File: config.mk
export PLATFORM = sky130hd
export DESIGN_NAME = acb_ctrl
export DESIGN_NICKNAME = d
export VERILOG_FILES = /design/src/core/acb_pkg.sv /design/src/core/acb_sync.sv /design/src/core/acb_ctrl.sv
export SDC_FILE = /design/constraint.sdc
export NUM_CORES = 1
export LEC_CHECK = 0
export BUFFER_PORTS_ARGS = -buffer_cell sky130_fd_sc_hd__buf_2
export CAP_MARGIN = 20
export CORE_AREA = 8 8 79 81
export CTS_CLUSTER_DIAMETER = 80
export DETAILED_ROUTE_END_ITERATION = 10
export DIE_AREA = 0 0 87 89
export PLACE_DENSITY = 0.73
export SLEW_MARGIN = 15
export SYNTH_ARGS = -nofsm -noshare
export SYNTH_HDL_FRONTEND = slang
export SYNTH_HIERARCHICAL = 1
export SYNTH_SLANG_ARGS = --single-unit
File: constraint.sdc
create_clock -name mclk_i -period 1.8 [get_ports mclk_i]
set_clock_uncertainty 0.05 [all_clocks]
set_input_delay 0.18 -clock mclk_i [delete_from_list [all_inputs] [get_ports mclk_i]]
set_output_delay 0.18 -clock mclk_i [all_outputs]
set_load 0.02 [all_outputs]
File: src/core/acb_pkg.sv
// Purpose: constants for the converter conversion and bus control block
// Assumes: one 20 MHz clock, asynchronous active-low reset
// Notes: the analog comparator is outside; this block runs the approximation
package acb_pkg;
  localparam int data_width = 8;
  localparam logic [7:0] result_reset = 8'h00;
  // settle cycles for each comparator trial
  localparam int settle_ns = 500;
  localparam int clk_period_ns = 50;
  localparam int settle_cycles = (settle_ns + clk_period_ns - 1) / clk_period_ns;
  typedef enum logic [1:0] {
    acb_idle = 2'b00,
    acb_arm = 2'b01,
    acb_trial = 2'b11,
    acb_finish = 2'b10
  } acb_state_type;
endpackage : acb_pkg

File: src/core/acb_sync.sv
// Purpose: two flip-flop synchroniser for pin inputs
// Assumes: inputs asynchronous to mclk_i
// Notes: reset value is a parameter so idle-high strobes stay idle
`timescale 1ns/100ps
module acb_sync
  import acb_pkg::*;
#(
  parameter int width = 1,
  parameter logic [width-1:0] reset_value = '0
) (
  // clock and reset
  input wire logic mclk_i,
  input wire logic reset_n_i,
  // pins
  input wire logic [width-1:0] async_i,
  output logic [width-1:0] sync_o
);
  logic [width-1:0] stage1;
  always_ff @(posedge mclk_i or negedge reset_n_i) begin
    if (!reset_n_i) begin
      stage1 <= reset_value;
      sync_o <= reset_value;
    end else begin
      stage1 <= async_i;
      sync_o <= stage1;
    end
  end
endmodule : acb_sync

File: src/core/acb_ctrl.sv
// Purpose: successive-approximation control and processor bus interface
// Assumes: comparator output is asynchronous; strobes come from a processor
// Notes: a conversion starts on the rising edge that ends a select and write pulse
`timescale 1ns/100ps
module acb_ctrl
  import acb_pkg::*;
#(
  parameter int width = data_width,
  parameter int settle = settle_cycles
) (
  // clock and reset
  input wire logic mclk_i,
  input wire logic reset_n_i,
  // processor control pins
  input wire logic chip_select_n_i,
  input wire logic read_n_i,
  input wire logic write_n_i,
  // comparator: high when input at or above trial code
  input wire logic comp_above_i,
  output logic [width-1:0] trial_code_o,
  // data bus
  output logic [width-1:0] data_o,
  output logic data_oe_o,
  // completion
  output logic conversion_done_n_o
);
  logic [2:0] pins_sync;
  logic cs_n_s;
  logic rd_n_s;
  logic wr_n_s;
  logic comp_s;
  logic strobe_low;

  // ==========================================================
  // pin synchronisers
  // the comparator shares the sync, so every trial pays two cycles of lag
  acb_sync #(.width(4), .reset_value(4'he)) pin_sync (
    .mclk_i(mclk_i),
    .reset_n_i(reset_n_i),
    .async_i({chip_select_n_i, read_n_i, write_n_i, comp_above_i}),
    .sync_o({pins_sync, comp_s})
  );
  assign cs_n_s = pins_sync[2];
  assign rd_n_s = pins_sync[1];
  assign wr_n_s = pins_sync[0];

  // ==========================================================
  // start detection
  // a pulse counts once both select and write were low together
  wire write_active = !cs_n_s && !wr_n_s;
  wire start_pulse = strobe_low && !write_active;
  wire read_active = !cs_n_s && !rd_n_s;
  always_ff @(posedge mclk_i or negedge reset_n_i) begin
    if (!reset_n_i) begin
      strobe_low <= 1'b0;
    end else begin
      strobe_low <= write_active;
    end
  end

  // ==========================================================
  // approximation sequencer
  acb_state_type state;
  acb_state_type next_state;
  logic [width-1:0] sar;
  logic [width-1:0] bit_mask;
  logic [15:0] wait_cnt;
  logic [width-1:0] result;
  logic done_n;
  // settle below 3 would decide on a comparator value from the old trial
  wire settle_done = (wait_cnt == 16'(settle - 1));
  wire last_bit = bit_mask[0];
  // binary weights
  // msb tried first, so each bit weighs half the one above
  wire [width-1:0] kept = comp_s ? sar : (sar & ~bit_mask);

  // completion and start decodes, shared by the latch, flag and checks
  wire load_result = (state == acb_trial) && (next_state == acb_finish);
  wire arm_next = (next_state == acb_arm);

  always_comb begin
    next_state = state;
    unique case (state)
      acb_idle: if (start_pulse) next_state = acb_arm;
      acb_arm: next_state = acb_trial;
      acb_trial: if (settle_done && last_bit) next_state = acb_finish;
      acb_finish: next_state = acb_idle;
    endcase
    if (start_pulse) next_state = acb_arm;
  end

  always_ff @(posedge mclk_i or negedge reset_n_i) begin
    if (!reset_n_i) begin
      state <= acb_idle;
    end else begin
      state <= next_state;
    end
  end

  always_ff @(posedge mclk_i or negedge reset_n_i) begin
    if (!reset_n_i) begin
      sar <= '0;
      bit_mask <= '0;
      wait_cnt <= '0;
    end else if (arm_next) begin
      sar <= {1'b1, {(width-1){1'b0}}};
      bit_mask <= {1'b1, {(width-1){1'b0}}};
      wait_cnt <= '0;
    end else if (state == acb_trial) begin
      if (settle_done) begin
        wait_cnt <= '0;
        sar <= kept | (bit_mask >> 1);
        bit_mask <= bit_mask >> 1;
      end else begin
        wait_cnt <= wait_cnt + 16'h0001;
      end
    end
  end

  // latch on completion
  // an aborted run never reaches finish, so the old result stays
  always_ff @(posedge mclk_i or negedge reset_n_i) begin
    if (!reset_n_i) begin
      result <= result_reset;
    end else if (load_result) begin
      result <= kept;
    end
  end

  // completion flag
  // the set wins over a read clear landing in the same cycle
  always_ff @(posedge mclk_i or negedge reset_n_i) begin
    if (!reset_n_i) begin
      done_n <= 1'b1;
    end else if (load_result) begin
      done_n <= 1'b0;
    end else if (read_active || write_active || arm_next) begin
      done_n <= 1'b1;
    end
  end

  // ==========================================================
  // outputs
  // three-state data bus
  always_ff @(posedge mclk_i or negedge reset_n_i) begin
    if (!reset_n_i) begin
      data_o <= '0;
    end else begin
      data_o <= result;
    end
  end
  assign data_oe_o = read_active;
  assign trial_code_o = sar;
  assign conversion_done_n_o = done_n;

  // ==========================================================
  // checks

  restart_arms_a: assert property (@(posedge mclk_i) disable iff (!reset_n_i)
    start_pulse |=> state == acb_arm) else $error("restart did not rearm");

  arm_to_trial_a: assert property (@(posedge mclk_i) disable iff (!reset_n_i)
    state == acb_arm && !start_pulse |=> state == acb_trial) else $error("arm did not start trials");

  abort_keeps_a: assert property (@(posedge mclk_i) disable iff (!reset_n_i)
    (state == acb_trial && start_pulse) |=> $stable(result)) else $error("abort changed result");

  latch_only_done_a: assert property (@(posedge mclk_i) disable iff (!reset_n_i)
    $changed(result) |-> $past(state) == acb_trial && state == acb_finish) else $error("stray latch");

  data_follows_a: assert property (@(posedge mclk_i) disable iff (!reset_n_i)
    $changed(data_o) |-> $past(state) == acb_finish) else $error("bus data changed outside completion");

  finish_to_idle_a: assert property (@(posedge mclk_i) disable iff (!reset_n_i)
    state == acb_finish && !start_pulse |=> state == acb_idle) else $error("finish did not return idle");

  bus_release_a: assert property (@(posedge mclk_i) disable iff (!reset_n_i)
    cs_n_s |-> !data_oe_o) else $error("bus driven unselected");

  bus_data_a: assert property (@(posedge mclk_i) disable iff (!reset_n_i)
    data_oe_o && $stable(result) |-> data_o == result) else $error("bus data mismatch");

  done_set_a: assert property (@(posedge mclk_i) disable iff (!reset_n_i)
    state == acb_finish |-> !conversion_done_n_o) else $error("done not asserted");

  done_clear_a: assert property (@(posedge mclk_i) disable iff (!reset_n_i)
    state == acb_arm |-> conversion_done_n_o) else $error("done not cleared on start");

  read_clears_a: assert property (@(posedge mclk_i) disable iff (!reset_n_i)
    read_active && !load_result |=> conversion_done_n_o) else $error("read did not clear done");

  done_holds_a: assert property (@(posedge mclk_i) disable iff (!reset_n_i)
    !conversion_done_n_o && !read_active && !write_active && !arm_next |=> !conversion_done_n_o)
    else $error("done dropped without a clear");

  msb_first_a: assert property (@(posedge mclk_i) disable iff (!reset_n_i)
    state == acb_arm |-> trial_code_o == {1'b1, {(width-1){1'b0}}}) else $error("trial not msb");

  trial_bit_a: assert property (@(posedge mclk_i) disable iff (!reset_n_i)
    state == acb_trial |-> (trial_code_o & bit_mask) == bit_mask) else $error("trial bit missing");

  trial_low_clear_a: assert property (@(posedge mclk_i) disable iff (!reset_n_i)
    state == acb_trial |-> (trial_code_o & (bit_mask - {{(width-1){1'b0}}, 1'b1})) == '0)
    else $error("untried bits set");

  // main scenarios
  conv_done_c: cover property (@(posedge mclk_i) disable iff (!reset_n_i) state == acb_finish);
  conv_abort_c: cover property (@(posedge mclk_i) disable iff (!reset_n_i) state == acb_trial && start_pulse);
  bus_read_c: cover property (@(posedge mclk_i) disable iff (!reset_n_i) data_oe_o && !conversion_done_n_o);
  free_loop_c: cover property (@(posedge mclk_i) disable iff (!reset_n_i) !conversion_done_n_o && write_active);
  read_unsel_c: cover property (@(posedge mclk_i) disable iff (!reset_n_i) !rd_n_s && cs_n_s);
endmodule : acb_ctrl

==> results.py, run 1 <==
metrics = {
    "synthesis": {
        "synth.area.top_cells": "dfrtp_1, dfstp_2, o21ai_0",
        "synth_nets": 236,
        "ys_types": 37,
        "syn_inst": 228,
        "yosysTopAreaCellShare": 0.526,
        "syn_area_per_cell_um2": 11.1,
        "ys_ff_latch": 60,
        "synth_area_um2": 2520,
        "yosysWarnings": 6,
        "seq_area_frac_synth": 0.599,
        "synth_top_area_cell": "dfrtp_1",
    },
    "clocking": {
        "cts-root-buf": "clkbuf_8",
        "cts-htree-levels": 3,
        "clkLatencyLatePin_ns": 0.35,
        "cts_tree": "yes",
        "numClockSinks": 60,
        "cts_made_buffers": 9,
        "cts.clk_slew.worst_paths_ns": 0.06,
        "ctsLongestPathBuffers": 2,
    },
    "die": {
        "coreArea_um2": 4980,
        "rows": 26,
        "chipWidth_um": 87,
        "die_y_um": 89,
        "start_util": 0.506,
        "fp.dieArea_um2": 7740,
        "io_pins": 24,
    },
    "critical_path": {
        "startpoint_type": "flop",
        "crit_type": "flop to flop",
        "cp-startpoint": "wait_cnt[1]",
        "ff2ff_path_depth": 7,
        "endpoint_kind": "flop",
        "required_ns": 1.97,
        "rr_endpoint": "trial_code_o[3]",
        "reg2reg_slack_ns": 0.07,
        "crit_path_end": "trial_code_o[3]",
        "critPathArrivalTime_ns": 1.90,
        "crit_fanout": 5,
        "r2r-start": "wait_cnt[1]",
    },
    "global_route": {
        "track_usage": 0.154,
        "grt_antenna_before_repair": 0,
        "grt_pass1_wl_um": 9060,
        "grt_max_degree": 33,
        "grt_pass1_vias": 1910,
        "overflow": 0,
    },
    "timing": {
        "relSlewSlack": 0.586,
        "final.period_utilization": 0.963,
        "finalHoldViolCount": 0,
        "fmaxAchievable_mhz": 577,
        "slew_violations": 0,
        "worst_hold_slack_ns": 0.200,
        "setup_viol": 0,
        "rsz0062_at_grt": "yes",
        "period_minus_slack_ns": 1.73,
        "worst_pin_slew_ns": 0.621,
        "worst_slack_ns": 0.0662,
    },
    "pwr": {
        "max-vdd-ir-drop_mv": 0.802,
        "powerDensity_nw_per_um2": 1010,
        "power.leakage_nw": 1.38,
    },
    "route": {
        "routedWlPerCell_um": 15.0,
        "drt_first_pass_iters": 4,
        "viasPerCell": 5.53,
        "drtIter0Drc": 86,
        "antenna_left": 0,
        "drc": 0,
        "wl_um": 5350,
        "num_vias": 1969,
    },
    "layout": {
        "mostFrequentLayoutCells": "dfrtp_1, o21ai_0, buf_2, a21oi_1, buf_4",
        "fin_nets": 289,
        "final_util": 0.644,
        "drive_above_1_share": 0.311,
        "final_common_cell": "dfrtp_1",
        "insertedDiodeCount": 0,
        "syn2layout_area_growth_pct": 27.2,
        "nFillCells": 383,
    },
    "status": {
        "status": "finished, final reports clean",
    },
    "place": {
        "globalplace.congestion": 0.833,
        "dp_worst_setup_slack_ns": -0.0485,
        "portBuffers": 23,
        "place.detailed.hpwl_um": 3670,
    },
    "job": {
        "maxCapViolations": 0,
    },
    "hold_path": {
        "min_path_type": "primary input to asynchronous set/reset pin",
    },
}
==> timing repair <==
item	CTS	global route
endpoints found under the setup margin	24	32
pin swaps	0	4
setup buffers	0	0
hold endpoints to repair	45	0
hold buffers	5	0
cloned	0	2
resized for setup	4	16
==> how the worst min path moves through the flow <==
stage | end | startpoint | cells after the start | slack, ns
finish | wait_cnt[6] | reset_n_i | 2 | 0.20
CTS | wait_cnt[5] | reset_n_i | 2 | 0.20
global placement | wait_cnt[3] | reset_n_i | 1 | 0.03
global route | wait_cnt[6] | reset_n_i | 2 | 0.22
detailed placement | wait_cnt[5] | reset_n_i | 1 | 0.04
floorplan | bit_mask[0] | reset_n_i | 0 | -0.17
==> logic make-up after synthesis <==
| family | share of synthesized area |
|---|---|
| simple gates | 0.128 |
| flops | 0.599 |
| compound gates | 0.204 |
| xor+xnor | 0.0209 |
| buf+inv | 0.0377 |
| fa+ha+maj | 0.00993 |
==> where the power goes <==
| part | total [mW] | internal [mW] | switching (mW) |
|---|---|---|---|
| Sequential | 1.54 | 1.44 | 0.0917 |
| Combinational | 0.496 | 0.224 | 0.272 |
| Clock | 1.21 | 0.678 | 0.530 |
==> cell type report <==
| cell class | count | area [um^2] | area share |
|---|---|---|---|
| clock buffer | 11 | 141 | 0.0441 |
| clock inverter | 5 | 61.3 | 0.0191 |
| inverter | 10 | 37.5 | 0.0117 |
| multi-input combinational | 146 | 982 | 0.306 |
| sequential | 60 | 1510 | 0.471 |
| tap | 70 | 87.6 | 0.0273 |
| timing repair buffer | 54 | 385 | 0.120 |
==> cell usage after synthesis <==
cell and instances:
o21ai_0 28, or4_1 5, ha_1 2, o21a_1 1, clkbuf_1 7, and2_1 3, nand4_2 1, dfrtp_1 53
buf_6 1, nor4bb_2 1, nor3_1 1, o31ai_1 4, o2111a_1 1, a22oi_1 1, nand3_1 9, and3_2 1
xnor2_1 1, o41ai_1 5, and4_2 1, xor2_1 5, o41ai_2 3, a41oi_1 1, and4_1 1, nand2_1 7
a21oi_1 23, and3_1 1, or2_1 2, or3_1 4, o21ai_1 12, inv_1 10, nor2_1 11, buf_2 4
o41a_1 1, nor4_2 2, nand4_1 4, dfstp_2 7, o211ai_1 4
==> state kept, by name, summed over array words and instances, names as in the netlist <==
signal and count:
bit_mask 8, conversion_done_n_o 1, strobe_low 1, pin_sync/sync_o 4, pin_sync/stage1 4, state 2, wait_cnt 16, data_o 8
result 8, trial_code_o 8
==> per-stage QoR <==
| stage | setup TNS [ns] | std cells | power (mW) | area, um^2 |
|---|---|---|---|---|
| 2_1_floorplan | 0 | 228 | 1.81 | 2530 |
| 3_3_place_gp | 0 | 333 | 1.98 | 2860 |
| 3_5_place_dp | -0.182 | 333 | 1.99 | 2860 |
| 4_1_cts | 0 | 354 | 3.23 | 3140 |
| 5_1_grt | -0.397 | 356 | 3.41 | 3210 |
| 6_report | 0 | 356 | 3.24 | 3210 |
==> metal layers <==
layer / wire, um / vias to the layer above / GRT usage
li1: - / 949 / -
met1: 2390 / 961 / 0.191
met2: 2530 / 49 / 0.234
met3: 332 / 10 / 0.0542
met4: 98 / 0 / 0.0798
met5: 0 / - / 0
==> critical path, cell delays in order, from the launching register on <==
cell	delay, ns
dfrtp_1	0.38
inv_1	0.06
ha_1	0.13
nor4bb_4	0.21
nand4_2	0.20
buf_2	0.21
o41ai_2	0.28
a21oi_1	0.10
No activity file was read; power rests on OpenSTA's default activity.
==> inputs of run 2 (changes only) <==
==> constraint.sdc (replaced) <==
create_clock -name mclk_i -period 1.8 [get_ports mclk_i]
set_clock_uncertainty 0.05 [all_clocks]
set_input_delay 0.09 -clock mclk_i [delete_from_list [all_inputs] [get_ports mclk_i]]
set_output_delay 0.09 -clock mclk_i [all_outputs]
set_load 0.02 [all_outputs]
==> run 2 against run 1 <==
The run now ends with negative setup slack left. Total power rose by 4.0%. Cell count rose by 0.56%. Sequential share of layout area fell by 1.1 points. Die area did not move. Worst hold slack improved by 0.037 ns. Register-to-register slack got worse by 0.07 ns. Largest cell class unchanged. Largest power group unchanged.
==> results.py, run 2 (same netlist as run 1, synthesis figures left out) <==
metrics = {
    "critical_path": {
        "max_stage_delay_ns": 0.38,
        "endpoint_kind": "flop",
        "path_buf_inv": 3,
        "cp_top_family": "simple AND/OR/NAND/NOR gates",
        "crit_type": "flop to flop",
        "startpoint_type": "flop",
        "crit_slowest_cell": "dfrtp_1",
        "crit_fanout": 5,
        "cp_cell_sequence": "inv_1 > ha_2 > nor4bb_4 > nand4_4 > buf_4 > buf_2 > o21ai_0 > a21oi_1",
        "critPathArrivalTime_ns": 1.97,
        "required_ns": 1.97,
    },
    "route": {
        "antenna_left": 0,
        "drc": 0,
        "drt_first_pass_iters": 4,
        "routedWlPerCell_um": 15.9,
        "wl_um": 5700,
        "viasPerCell": 5.51,
        "num_vias": 1972,
        "drtIter0Drc": 81,
    },
    "die": {
        "start_util": 0.506,
        "die_y_um": 89,
        "io_pins": 24,
        "coreArea_um2": 4980,
        "fp.dieArea_um2": 7740,
        "chipWidth_um": 87,
        "rows": 26,
    },
    "place": {
        "place.detailed.hpwl_um": 3500,
        "dp_worst_setup_slack_ns": -0.0739,
        "globalplace.congestion": 0.806,
        "portBuffers": 23,
        "place_area_um2": 2850,
    },
    "timing": {
        "finalHoldViolCount": 0,
        "fmaxAchievable_mhz": 555,
        "worst_slack_ns": -0.00268,
        "final.period_utilization": 1.00,
        "relSlewSlack": 0.529,
        "period_minus_slack_ns": 1.80,
        "setup_viol": 2,
        "slew_violations": 0,
        "worst_pin_slew_ns": 0.707,
        "rsz0062_at_grt": "yes",
    },
    "layout": {
        "top_register": "wait_cnt",
        "final_common_cell": "dfrtp_1",
        "mostFrequentLayoutCells": "dfrtp_1, buf_2, o21ai_0, buf_4, a21oi_1",
        "syn2layout_area_growth_pct": 30.4,
        "fin_nets": 291,
        "insertedDiodeCount": 0,
        "drive_above_1_share": 0.344,
        "final_area_um2": 3290,
        "nFillCells": 373,
        "largest_reg_flops": 16,
    },
    "pwr": {
        "swShare": 0.282,
        "clockPowerShare": 0.375,
        "powerDensity_nw_per_um2": 1030,
        "power.switching_mw": 0.951,
        "pwr-share-seq": 0.456,
        "power.internal_mw": 2.42,
        "power.leakage_nw": 1.40,
        "max-vdd-ir-drop_mv": 0.614,
        "comb_power_share": 0.169,
    },
    "clocking": {
        "ctsLongestPathBuffers": 2,
        "cts_tree": "yes",
        "numClockSinks": 60,
        "cts-htree-levels": 3,
        "clkLatencyLatePin_ns": 0.34,
        "cts.clk_slew.worst_paths_ns": 0.07,
        "cts_made_buffers": 9,
        "cts-root-buf": "clkbuf_8",
    },
    "global_route": {
        "grt_max_degree": 61,
        "overflow": 0,
        "grt_pass1_wl_um": 8830,
        "grt_pass1_vias": 1855,
        "grt_antenna_before_repair": 0,
        "track_usage": 0.150,
    },
    "hold_path": {
        "min_path_type": "primary input to asynchronous set/reset pin",
    },
    "status": {
        "status": "finished with violations",
        "violations": "negative setup slack",
    },
    "job": {
        "maxCapViolations": 0,
    },
}
## run 2: cell count changes in the layout (fill, tap and decap cells not counted), moves of 2 or more
cell / previous run / this run
a21oi_1: 22 / 19
o21ai_2: 0 / 2
o41ai_2: 8 / 6
a21oi_2: 1 / 4
o21ai_1: 15 / 17
o21ai_0: 24 / 20
o41ai_4: 0 / 2
## run 2: cell type report
type	instances	area [um^2]	area share
clock buffer	11	151	0.0461
clock inverter	5	58.8	0.0179
inverter	10	37.5	0.0114
multi-input combinational	146	1040	0.316
sequential	60	1510	0.460
tap	70	87.6	0.0267
timing repair buffer	56	402	0.122
## run 2: power groups by stage
| stage | Combinational (mW) | Sequential (mW) | Clock, mW |
|---|---|---|---|
| after global routing | 0.625 | 1.55 | 1.35 |
| after floorplan | 0.254 | 1.56 | 0 |
| after CTS | 0.468 | 1.53 | 1.29 |
| final | 0.568 | 1.54 | 1.26 |
| after detailed placement | 0.441 | 1.55 | 0 |
| after global placement | 0.429 | 1.55 | 0 |
## run 2: metal layers
| metal | vias up | global-route usage | wire (um) |
|---|---|---|---|
| met5 | - | 0 | 0 |
| met4 | 0 | 0.0626 | 97 |
| met3 | 9 | 0.0643 | 265 |
| met2 | 41 | 0.227 | 2700 |
| met1 | 975 | 0.185 | 2630 |
| li1 | 947 | - | - |
## run 2: final timing paths
check | to | slack [ns] | from | cells after the start
max in group asynchronous | pin_sync/sync_o[2] | 1.18 | reset_n_i | 3
worst max register to register | bit_mask[0] | -0.003 | wait_cnt[1] | 8
worst min-delay path | strobe_low | 0.24 | reset_n_i | 3
worst min register to register | pin_sync/sync_o[0] | 0.31 | pin_sync/stage1[0] | 0
min in group mclk_i | pin_sync/sync_o[0] | 0.31 | pin_sync/stage1[0] | 0
worst max-delay path | bit_mask[0] | -0.003 | wait_cnt[1] | 8
## run 2: worst min-delay path, stage by stage
cell and delay (ns):
dlygate4sd3_1 0.52, buf_2 0.12, buf_12 0.27
## run 2: per-stage QoR
stage / setup TNS, ns / hold WS [ns] / utilization / cells / power, mW
after floorplan: 0 / -0.256 / - / 228 / 1.81
after global placement: 0 / 0.0668 / 0.573 / 332 / 1.98
after detailed placement: -0.302 / 0.0672 / 0.573 / 332 / 1.99
after CTS: -0.00394 / 0.240 / 0.630 / 353 / 3.28
after global routing: -1.54 / 0.271 / 0.660 / 358 / 3.53
final: -0.00346 / 0.237 / 0.660 / 358 / 3.37
## run 2: timing repair
action,4_1_cts,5_1_grt
cloned,0,3
setup buffers,0,2
endpoints found under the setup margin,23,36
pin swaps,0,7
resized for setup,4,31
hold endpoints to repair,64,0
hold buffers,5,0
==> inputs of run 3 (changes only) <==
Settings changed: CORE_AREA 8 8 79 81 to 8 8 82 98, DIE_AREA 0 0 87 89 to 0 0 90 106, PLACE_DENSITY 0.73 to default.
==> run 3 against run 2 <==
The run now ends clean. Worst hold slack got worse by 0.024 ns. Cell count rose by 3.9%. Wire length fell by 5.9%. Utilization fell by 17 points. Sequential power barely moved. Die area rose by 23%. Critical path depth fell by 3. Sequential share of layout area rose by 0.64 points. First-iteration DRC count rose by 59%. Cell area fell by 1.4%. Critical endpoint is now wait_cnt[12].
==> results.py, run 3 (same netlist as run 1, synthesis figures left out) <==
metrics = {
    "status": {
        "status": "finished, final reports clean",
    },
    "route": {
        "routedWlPerCell_um": 14.4,
        "num_vias": 1922,
        "drt_first_pass_iters": 4,
        "drc": 0,
        "drtIter0Drc": 129,
        "wl_um": 5360,
        "antenna_left": 0,
        "viasPerCell": 5.17,
    },
    "layout": {
        "final_cells": 372,
        "multi_input_area_um2": 1010,
        "drive_above_1_share": 0.330,
        "seq_area_um2": 1510,
        "insertedDiodeCount": 0,
        "mostFrequentLayoutCells": "dfrtp_1, o21ai_0, buf_2, a21oi_1, buf_4",
        "fin_nets": 288,
        "final_common_cell": "dfrtp_1",
        "largest_reg_flops": 16,
        "nFillCells": 638,
        "top_register": "wait_cnt",
        "syn2layout_area_growth_pct": 28.6,
    },
    "critical_path": {
        "critPathArrivalTime_ns": 1.96,
        "crit_slowest_cell": "or4_1",
        "crit_type": "flop to flop",
        "endpoint_kind": "flop",
        "crit_fanout": 2,
        "startpoint_type": "flop",
        "required_ns": 2.02,
        "cp_cell_sequence": "ha_1 > nor4bb_4 > and4_1 > or4_1 > a21oi_1",
        "max_stage_delay_ns": 0.52,
    },
    "place": {
        "globalplace.congestion": 0.829,
        "place.detailed.hpwl_um": 3550,
        "dp_worst_setup_slack_ns": -0.0662,
        "placedCellCount": 350,
        "portBuffers": 23,
    },
    "die": {
        "rows": 33,
        "start_util": 0.381,
        "fp.dieArea_um2": 9540,
        "chipWidth_um": 90,
        "coreArea_um2": 6610,
        "die_y_um": 106,
        "io_pins": 24,
    },
    "timing": {
        "finalHoldViolCount": 0,
        "period_minus_slack_ns": 1.74,
        "relSlewSlack": 0.577,
        "rsz0062_at_grt": "yes",
        "worst_slack_ns": 0.0640,
        "setup_viol": 0,
        "final.setup.tns_ns": 0,
        "fmaxAchievable_mhz": 576,
        "final.period_utilization": 0.964,
        "worst_pin_slew_ns": 0.634,
        "slew_violations": 0,
    },
    "clocking": {
        "cts.clk_slew.worst_paths_ns": 0.08,
        "numClockSinks": 60,
        "ctsLongestPathBuffers": 2,
        "cts-htree-levels": 3,
        "cts-root-buf": "clkbuf_8",
        "clkLatencyLatePin_ns": 0.35,
        "cts_tree": "yes",
        "cts_made_buffers": 9,
    },
    "pwr": {
        "power.leakage_nw": 1.39,
        "max-vdd-ir-drop_mv": 0.471,
        "powerDensity_nw_per_um2": 965,
        "power_mw": 3.13,
    },
    "hold_path": {
        "min_path_type": "primary input to asynchronous set/reset pin",
    },
    "global_route": {
        "grt_max_degree": 61,
        "track_usage": 0.118,
        "grt_pass1_wl_um": 9020,
        "grt_antenna_before_repair": 0,
        "overflow": 0,
        "grt_pass1_vias": 1842,
    },
    "job": {
        "maxCapViolations": 0,
    },
}
==> run 3: changes by cell type in the layout (fill, tap and decap cells not counted), sizes merged <==
cell	previous run	this run
clkinv	1	3
bufinv	1	0
clkbuf	11	9
buf	51	48
inv	11	12
==> run 3: final timing paths <==
check	endpoint	from	cells past startpoint	slack (ns)
max	wait_cnt[12]	wait_cnt[0]	5	0.06
min	wait_cnt[6]	reset_n_i	3	0.21
max reg2reg	wait_cnt[12]	wait_cnt[0]	5	0.06
min reg2reg	pin_sync/sync_o[0]	pin_sync/stage1[0]	0	0.30
max in group asynchronous	conversion_done_n_o	reset_n_i	3	1.16
min in group mclk_i	pin_sync/sync_o[0]	pin_sync/stage1[0]	0	0.30
==> run 3: layout make-up <==
cell class | count | area share
flip-flops and latches | 60 | 0.466
multi-input cells | 146 | 0.312
repair buffers | 53 | 0.123
clock buffers | 9 | 0.0382
well taps | 87 | 0.0336
clock inverters | 7 | 0.0158
inverters | 10 | 0.0116
==> run 3: stage by stage <==
| step | hold slack (ns) | util | cell area [um^2] |
|---|---|---|---|
| after floorplan | -0.256 | - | 2530 |
| after global placement | 0.0663 | 0.440 | 2900 |
| after detailed placement | 0.0712 | 0.440 | 2900 |
| after CTS | 0.234 | 0.480 | 3170 |
| after global routing | 0.259 | 0.491 | 3240 |
| final | 0.213 | 0.491 | 3240 |
==> run 3: worst max-delay path, delay by kind of cell, from the launching register on <==
| family | cells | cell delay (ns) |
|---|---|---|
| AND/OR/NAND/NOR | 3 | 0.90 |
| flip-flops | 1 | 0.38 |
| adder cells (fa/ha/maj) | 1 | 0.20 |
| AO/OA/AOI/OAI | 1 | 0.14 |
==> run 3: metal layers <==
metal	wire, um	vias up	share of wire	track usage
met5	0	-	0	0
li1	-	944	-	-
met1	2490	919	0.46	0.150
met3	315	9	0.059	0.0423
met4	103	0	0.019	0.0656
met2	2450	50	0.46	0.170
==> run 3: timing repair <==
item / in CTS / in global routing
hold buffers: 5 / 0
pin swaps: 0 / 3
endpoints found under the setup margin: 28 / 37
resized for setup: 7 / 18
setup buffers: 0 / 0
hold endpoints to repair: 64 / 0
cloned: 1 / 0
==> run 3: power by group <==
part           internal, mW  switching [mW]
combinational         0.242           0.280
sequential             1.44          0.0810
clock                 0.505           0.578
total                  2.19           0.939
